===== config.mk =====
export PLATFORM = sky130hd
export DESIGN_NAME = cisb_core
export DESIGN_NICKNAME = d
export VERILOG_FILES = /design/src/cisb_pkg.sv /design/src/cisb_core.sv
export SDC_FILE = /design/constraint.sdc
export NUM_CORES = 1
export LEC_CHECK = 0
export BUFFER_PORTS_ARGS = -buffer_cell sky130_fd_sc_hd__buf_2
export CAP_MARGIN = 20
export CORE_AREA = 2 2 73 75
export CTS_CLUSTER_SIZE = 30
export DETAILED_ROUTE_END_ITERATION = 8
export DIE_AREA = 0 0 75 77
export PLACE_DENSITY_LB_ADDON = 0.1
export SKIP_CTS_REPAIR_TIMING = 1
export SLEW_MARGIN = 40
export SYNTH_ARGS = -nofsm -noshare
export SYNTH_HDL_FRONTEND = slang
export SYNTH_SLANG_ARGS = --single-unit

===== constraint.sdc =====
create_clock -name clk_i -period 4.1 [get_ports clk_i]
set_clock_uncertainty 0.2 [all_clocks]
set_input_delay 0.82 -clock clk_i [delete_from_list [all_inputs] [get_ports clk_i]]
set_output_delay 0.82 -clock clk_i [all_outputs]
set_load 0.05 [all_outputs]

===== src/cisb_pkg.sv =====
// Shared constants for the increment, skip, branch and OR execution slice
package cisb_pkg;
  // Instruction word layout
  localparam int unsigned INSTR_W = 14;
  localparam int unsigned DATA_W = 8;
  localparam int unsigned FADDR_W = 7;
  localparam int unsigned PC_W = 15;
  localparam int unsigned LATCH_W = 7;
  localparam int unsigned DEST_POS = 7;
  localparam int unsigned BRANCH_LIT_W = 11;
  // Opcode fields: file ops and literal OR decode bits 13..8, branch decodes bits 13..11
  localparam logic [5:0] OP_DEC_SKIP = 6'h0b;
  localparam logic [5:0] OP_INC_FILE = 6'h0a;
  localparam logic [5:0] OP_INC_SKIP = 6'h0f;
  localparam logic [5:0] OP_OR_FILE = 6'h04;
  localparam logic [5:0] OP_OR_LIT = 6'h38;
  localparam logic [2:0] OP_BRANCH = 3'h5;
  // Values after reset
  localparam logic [DATA_W-1:0] W_RST = 8'h00;
  localparam logic [PC_W-1:0] PC_RST = 15'h0000;
  localparam logic ZERO_RST = 1'b0;
  // Execution states, one-hot
  typedef enum logic [1:0] {
    CISB_RUN = 2'b01,
    CISB_NOP = 2'b10
  } cisb_state_e;
endpackage : cisb_pkg


===== src/cisb_core.sv =====
// Execution core for decrement/increment with skip, branch and inclusive OR
`timescale 1ns/10ps

// Functional notes
// - Decrement-and-skip decrements file, destination bit selects target
// - Zero decrement result replaces next instruction with NOP
// - Branch loads literal low, latch bits 6:3 high
// - Branch takes two cycles, flags unchanged
// - Increment file to selected destination, zero updated
// - Increment-and-skip stores, no flags, skips on zero
// - Literal OR into working register, zero updated
// - OR working with file, destination bit selects target
module cisb_core (
  input wire logic clk_i,
  input wire logic sys_rst_i,
  input wire logic instr_valid_i,
  input wire logic [cisb_pkg::INSTR_W-1:0] instr_i,
  input wire logic [cisb_pkg::DATA_W-1:0] file_rdata_i,
  input wire logic [cisb_pkg::LATCH_W-1:0] pc_latch_i,
  output logic [cisb_pkg::DATA_W-1:0] w_o,
  output logic zero_o,
  output logic file_we_o,
  output logic [cisb_pkg::FADDR_W-1:0] file_waddr_o,
  output logic [cisb_pkg::DATA_W-1:0] file_wdata_o,
  output logic [cisb_pkg::PC_W-1:0] pc_o,
  output logic nop_slot_o
);

  // Operation decode, used by the datapath and the sequencer
  function automatic logic is_op(input logic [cisb_pkg::INSTR_W-1:0] ins,
                                 input logic [5:0] op);
    is_op = (ins[13:8] == op);
  endfunction : is_op

  cisb_pkg::cisb_state_e state_q, state_d;
  logic [cisb_pkg::DATA_W-1:0] w_q, w_d;
  logic zero_q, zero_d;
  logic we_q, we_d;
  logic [cisb_pkg::FADDR_W-1:0] waddr_q, waddr_d;
  logic [cisb_pkg::DATA_W-1:0] wdata_q, wdata_d;
  logic [cisb_pkg::PC_W-1:0] pc_q, pc_d;

  logic take;
  logic op_dec, op_inc, op_incsz, op_orf, op_orl, op_br;
  logic dest_file;
  logic [cisb_pkg::DATA_W-1:0] result;

  // Instructions are only executed in the run state; the slot after a skip or branch is void
  assign take = instr_valid_i && (state_q == cisb_pkg::CISB_RUN);
  assign op_dec = take && is_op(instr_i, cisb_pkg::OP_DEC_SKIP);
  assign op_inc = take && is_op(instr_i, cisb_pkg::OP_INC_FILE);
  assign op_incsz = take && is_op(instr_i, cisb_pkg::OP_INC_SKIP);
  assign op_orf = take && is_op(instr_i, cisb_pkg::OP_OR_FILE);
  assign op_orl = take && is_op(instr_i, cisb_pkg::OP_OR_LIT);
  assign op_br = take && (instr_i[13:11] == cisb_pkg::OP_BRANCH);
  assign dest_file = instr_i[cisb_pkg::DEST_POS];

  // Shared 8-bit result; width kept at 8 so wrap-around at ff/00 is natural
  always_comb
  begin
    result = file_rdata_i;
    if (op_dec)
    begin
      result = file_rdata_i - 8'h01;
    end
    else if (op_inc || op_incsz)
    begin
      result = file_rdata_i + 8'h01;
    end
    else if (op_orf)
    begin
      result = w_q | file_rdata_i;
    end
    else if (op_orl)
    begin
      result = w_q | instr_i[7:0];
    end
  end

  // Datapath next values: working register, zero flag, file write port
  always_comb
  begin
    w_d = w_q;
    zero_d = zero_q;
    we_d = 1'b0;
    waddr_d = waddr_q;
    wdata_d = wdata_q;
    if (op_dec || op_inc || op_incsz || op_orf)
    begin
      if (dest_file)
      begin
        we_d = 1'b1;
        waddr_d = instr_i[cisb_pkg::FADDR_W-1:0];
        wdata_d = result;
      end
      else
      begin
        w_d = result;
      end
    end
    if (op_orl)
    begin
      w_d = result;
    end
    // Decrement-skip and increment-skip leave status alone, as does the branch
    if (op_inc || op_orf || op_orl)
    begin
      zero_d = (result == 8'h00);
    end
  end

  // Sequencer and program counter
  always_comb
  begin
    state_d = state_q;
    pc_d = pc_q;
    unique case (state_q)
      cisb_pkg::CISB_RUN:
      begin
        if (op_br)
        begin
          pc_d = {pc_latch_i[6:3], instr_i[cisb_pkg::BRANCH_LIT_W-1:0]};
          state_d = cisb_pkg::CISB_NOP;
        end
        else if (take)
        begin
          pc_d = pc_q + 15'h0001;
          if ((op_dec || op_incsz) && (result == 8'h00))
          begin
            state_d = cisb_pkg::CISB_NOP;
          end
        end
      end
      cisb_pkg::CISB_NOP:
      begin
        // The discarded instruction still occupies one program slot
        if (instr_valid_i)
        begin
          pc_d = pc_q + 15'h0001;
          state_d = cisb_pkg::CISB_RUN;
        end
      end
      default:
      begin
        state_d = cisb_pkg::CISB_RUN;
      end
    endcase
  end

  // Registers; reset is synchronous
  always_ff @(posedge clk_i)
  begin
    if (sys_rst_i)
    begin
      state_q <= cisb_pkg::CISB_RUN;
      w_q <= cisb_pkg::W_RST;
      zero_q <= cisb_pkg::ZERO_RST;
      we_q <= 1'b0;
      waddr_q <= 7'h00;
      wdata_q <= 8'h00;
      pc_q <= cisb_pkg::PC_RST;
    end
    else
    begin
      state_q <= state_d;
      w_q <= w_d;
      zero_q <= zero_d;
      we_q <= we_d;
      waddr_q <= waddr_d;
      wdata_q <= wdata_d;
      pc_q <= pc_d;
    end
  end

  assign w_o = w_q;
  assign zero_o = zero_q;
  assign file_we_o = we_q;
  assign file_waddr_o = waddr_q;
  assign file_wdata_o = wdata_q;
  assign pc_o = pc_q;
  assign nop_slot_o = state_q[1];

  // Checks
  a_dec_skip_zero: assert property (@(posedge clk_i) disable iff (sys_rst_i)
    op_dec && (file_rdata_i == 8'h01) |=> nop_slot_o)
    else $error("decrement to zero did not void next slot");
  a_dec_no_skip: assert property (@(posedge clk_i) disable iff (sys_rst_i)
    op_dec && (file_rdata_i != 8'h01) && !dest_file
    |=> !nop_slot_o && (w_o == $past(file_rdata_i) - 8'h01))
    else $error("decrement result or skip wrong");
  a_branch_pc: assert property (@(posedge clk_i) disable iff (sys_rst_i)
    op_br |=> pc_o == {$past(pc_latch_i[6:3]), $past(instr_i[10:0])})
    else $error("branch target wrong");
  a_branch_two: assert property (@(posedge clk_i) disable iff (sys_rst_i)
    op_br |=> nop_slot_o && $stable(zero_o) && $stable(w_o))
    else $error("branch not two cycles or flags changed");
  a_inc_file: assert property (@(posedge clk_i) disable iff (sys_rst_i)
    op_inc && dest_file |=> file_we_o && (file_wdata_o == $past(file_rdata_i) + 8'h01)
    && (zero_o == ($past(file_rdata_i) == 8'hff)))
    else $error("increment to file wrong");
  a_incsz_flags: assert property (@(posedge clk_i) disable iff (sys_rst_i)
    op_incsz |=> $stable(zero_o) && (nop_slot_o == ($past(file_rdata_i) == 8'hff)))
    else $error("increment-skip flags or skip wrong");
  a_or_literal: assert property (@(posedge clk_i) disable iff (sys_rst_i)
    op_orl |=> (w_o == ($past(w_o) | $past(instr_i[7:0]))) && !file_we_o)
    else $error("literal OR wrong");
  a_or_file_dest: assert property (@(posedge clk_i) disable iff (sys_rst_i)
    op_orf && dest_file |=> file_we_o && $stable(w_o)
    && (file_wdata_o == ($past(w_o) | $past(file_rdata_i))))
    else $error("file OR wrong");
  a_zero_or: assert property (@(posedge clk_i) disable iff (sys_rst_i)
    op_orf && !dest_file |=> zero_o == (w_o == 8'h00))
    else $error("zero flag does not match result");
  a_nop_skip_once: assert property (@(posedge clk_i) disable iff (sys_rst_i)
    nop_slot_o && instr_valid_i |=> !nop_slot_o && !file_we_o)
    else $error("voided slot executed or lasted too long");
  a_inc_w_zero: assert property (@(posedge clk_i) disable iff (sys_rst_i)
    op_inc && !dest_file |=> !file_we_o && (w_o == $past(file_rdata_i) + 8'h01)
    && (zero_o == ($past(file_rdata_i) == 8'hff)))
    else $error("increment to working register wrong");
  a_incsz_store: assert property (@(posedge clk_i) disable iff (sys_rst_i)
    op_incsz && dest_file |=> file_we_o && $stable(w_o)
    && (file_wdata_o == $past(file_rdata_i) + 8'h01))
    else $error("increment-skip store wrong");
  a_dec_file_write: assert property (@(posedge clk_i) disable iff (sys_rst_i)
    op_dec && dest_file |=> file_we_o && $stable(zero_o)
    && (file_waddr_o == $past(instr_i[6:0]))
    && (file_wdata_o == $past(file_rdata_i) - 8'h01))
    else $error("decrement store wrong");

endmodule : cisb_core


==> reports/results.tsv <==
stage	metric	value	unit
clock_network	clkSlewWorstSetupHoldPaths	0.07	ns
clock_network	cts-buffers-inserted	5	
sta	setup-tns-final	0	ns
worst_setup_path	cp_slowest_stage_delay	0.56	ns
power_and_ir_drop	intPower	648.0	µW
clock_network	insertion_delay	0.30	ns
outcome	run_status	finished, final reports clean	
routing	wl_met2	3.332	mm
worst_setup_path	worst-path-buf-inv	2	
layout	area_growth_syn_to_layout	14.37	%
worst_setup_path	required_time_of_the_critical_path	4.05	ns
power_and_ir_drop	swShare	0.3650	
worst_setup_path	worstPathMaxFanout	14	
power_and_ir_drop	static-leakage-power	0.001287	µW
routing	routedLengthMet1	3.287	mm
placement	dp.final_hpwl	5.290	mm
floorplan	floorplan.die.height	77	µm
logic_synthesis	synth.yosys.warnings	0	
power_and_ir_drop	power.density	321.3	nW/µm²
power_and_ir_drop	pwr-share-seq	0.438	
sta	min_period	2.987	ns
sta	timing.final.crit_share	0.7285	
logic_synthesis	netlist_area	2778	µm²
logic_synthesis	synth_cell_types	66	
logic_synthesis	yosys_register_bits	42	
layout	nets	427	
global_routing	grt_pass1_vias	2393	
power_and_ir_drop	power_share_of_the_combinational_group	0.278	
layout	final_antenna_diode_count	0	
worst_setup_path	setup.worst_path.class	input port to register	
global_routing	grt_max_degree	43	
logic_synthesis	postSynthCellCount	339	
logic_synthesis	syn-num-nets	374	
sta	timing.final.setup_violations	0	
routing	drt_wl_total	7.331	mm
sta	hold_ws	0.2899	ns
layout	layout_common_cells	69 x buf_2, 42 x nor2_1, 42 x dfxtp_1	
floorplan	dieArea	5775	µm²
min_path	min-delay-path-class	register to register	
routing	post_drt_via_cell_ratio	5.914	
clock_network	tritoncts_clock_tree	built	
power_and_ir_drop	switchingPower	372.6	µW
worst_setup_path	start_kind	input port	
worst_setup_path	critical_path_arrival	2.94	ns
worst_setup_path	path_delay_family	compound AO/OA/AOI/OAI gates	
floorplan	fp.dieW	75	µm
global_routing	initial_antenna_violation_count	0	
sta	tightestPinTransition	0.8144	ns
clock_network	root_buffer	clkbuf_8	
placement	portBuffers	69	
worst_setup_path	cells_traversed_along_the_worst_timing_path	buf_2 -> nand2b_4 -> or3_1 -> a2111oi_1 -> inv_1 -> o21ai_4 -> mux2i_1 -> nor2_1	
worst_setup_path	endpoint_kind	register	
routing	via_count	2738	
sta	finalMaxSlewViolations	0	
layout	fillcell_total	466	
routing	detail_route.drc_violations	0	
routing	drt_first_pass_iters	4	
power_and_ir_drop	vdd.ir_drop.worst	0.0002398	V
placement	gp_congestion	0.8790	
logic_synthesis	number_of_flops_mapped_to_enable_cells_by_yosys	0	
routing	drt_first_iter_violations	187	
power_and_ir_drop	pwr-share-clk	0.284	
routing	wl_met3	649	µm
layout	final_cell_utilization_of_the_core	0.6383	
clock_network	htree_levels	2	
logic_synthesis	ys_seq_area_frac	0.3027	
global_routing	grt_use_total	0.2598	
clock_network	cts.sinks	42	
logic_synthesis	postSynthAreaPerCell	8.194	µm²
global_routing	grt_overflow	0	
floorplan	io_pins	73	
routing	drt.antenna.violating_nets	0	
layout	mostFrequentLayoutCell	buf_2	
global_routing	grt_pass1_wl	11.73	mm
logic_synthesis	synth_top_flop_cell	dfxtp_1	
worst_setup_path	crit_path_top_delay_cell	a2111oi_1	
routing	route.top_layer_used	met4	
clock_network	maximum_number_of_buffers_from_clock_root_to_sink	2	
sta	finalHoldViolations	0	
sta	grt_setup_unrepaired	false	
layout	drive_gt1_frac	0.2545	
logic_synthesis	ys_async_sr_fraction	0	
sta	maxClockFrequency	334.8	MHz
floorplan	core_region_area	4977	µm²
floorplan	start_util	0.5581	
routing	route.detailed.wl_per_inst	15.83	µm
job	max-cap-violations	0	
floorplan	row_count	26	
sta	relSlewSlack	0.4571	
[registers in the layout, indices dropped and copies added, names as in the netlist]
signal / flops
file_wdata_o: 8
file_waddr_o: 7
file_we_o: 1
zero_o: 1
w_o: 8
pc_o: 15
state_q: 2
[metrics by stage]
step | cell area [µm²] | total power (µW) | instances | setup WS [ns]
after CTS | 3177 | 1024 | 463 | 1.107
after global placement | 3075 | 733.2 | 455 | 0.8471
after global routing | 3177 | 1070 | 463 | 0.9295
final | 3177 | 1021 | 463 | 1.113
after detailed placement | 3082 | 737.6 | 455 | 0.8023
after floorplan | 2778 | 669.5 | 339 | 1.148
[tightest hold or removal path: stages (launching register included)]
cell	delay [ns]
dfxtp_1	0.32
mux2i_1	0.06
nor2_1	0.07
[Yosys cell counts (all sizes together), types with 7 or more instances]
cell	n	area, µm²
a211oi	11	92.58
a21oi	26	133.9
buf	14	113.9
clkbuf	11	41.29
dfxtp	42	840.8
inv	7	26.28
mux2i	20	200.2
nand2	26	97.59
nand3	11	67.57
nor2	43	177.7
nor3	8	40.04
o21ai	22	121.4
o22ai	8	56.30
[power by group through the flow]
stage	clock network, µW	logic [µW]	registers (µW)
2_1_floorplan	0	164	505
3_3_place_gp	0	278	455
3_5_place_dp	0	281	456
4_1_cts	295	282	447
5_1_grt	310	310	450
6_report	289	284	447
[layer usage]
layer	track usage	vias up
li1	-	1355
met1	0.3697	1268
met2	0.3886	107
met3	0.06570	8
met4	0.06607	0
met5	0	-
[final timing paths]
check | endpoint | cells past startpoint | slack, ns | start
setup reg to reg | zero_o$_SDFFE_PP0P_ | 7 | 1.43 | state_q[0]$_SDFFE_PP1P_
setup / recovery | w_o[2]$_SDFFE_PP0P_ | 8 | 1.11 | instr_i[8]
hold / removal | file_wdata_o[0]$_SDFFE_PP0P_ | 2 | 0.29 | file_wdata_o[0]$_SDFFE_PP0P_
hold reg to reg | file_wdata_o[0]$_SDFFE_PP0P_ | 2 | 0.29 | file_wdata_o[0]$_SDFFE_PP0P_
[logic make-up (layout without fill, tap and decap cells)]
group | Yosys count | after routing | synth area share
DFF | 42 | 42 | 0.3027
xor gates and xnor gates | 10 | 10 | 0.03153
AOI/OAI and AO/OA | 98 | 98 | 0.2432
buffers and inverters | 32 | 86 | 0.06531
adders and majority gates | 3 | 3 | 0.01351
muxes | 21 | 21 | 0.07748
and+or+nand+nor | 133 | 133 | 0.2662
[layout make-up]
class	count	area, µm²	share of cell area
Multi-Input combinational cell	265	1767	0.5561
Sequential cell	42	840.8	0.2647
Timing Repair Buffer	71	360.3	0.1134
Tap cell	70	87.58	0.02757
Clock buffer	6	82.58	0.02599
Inverter	7	26.28	0.008271
Clock inverter	2	12.51	0.003939
(Power assumes the default switching activity.)
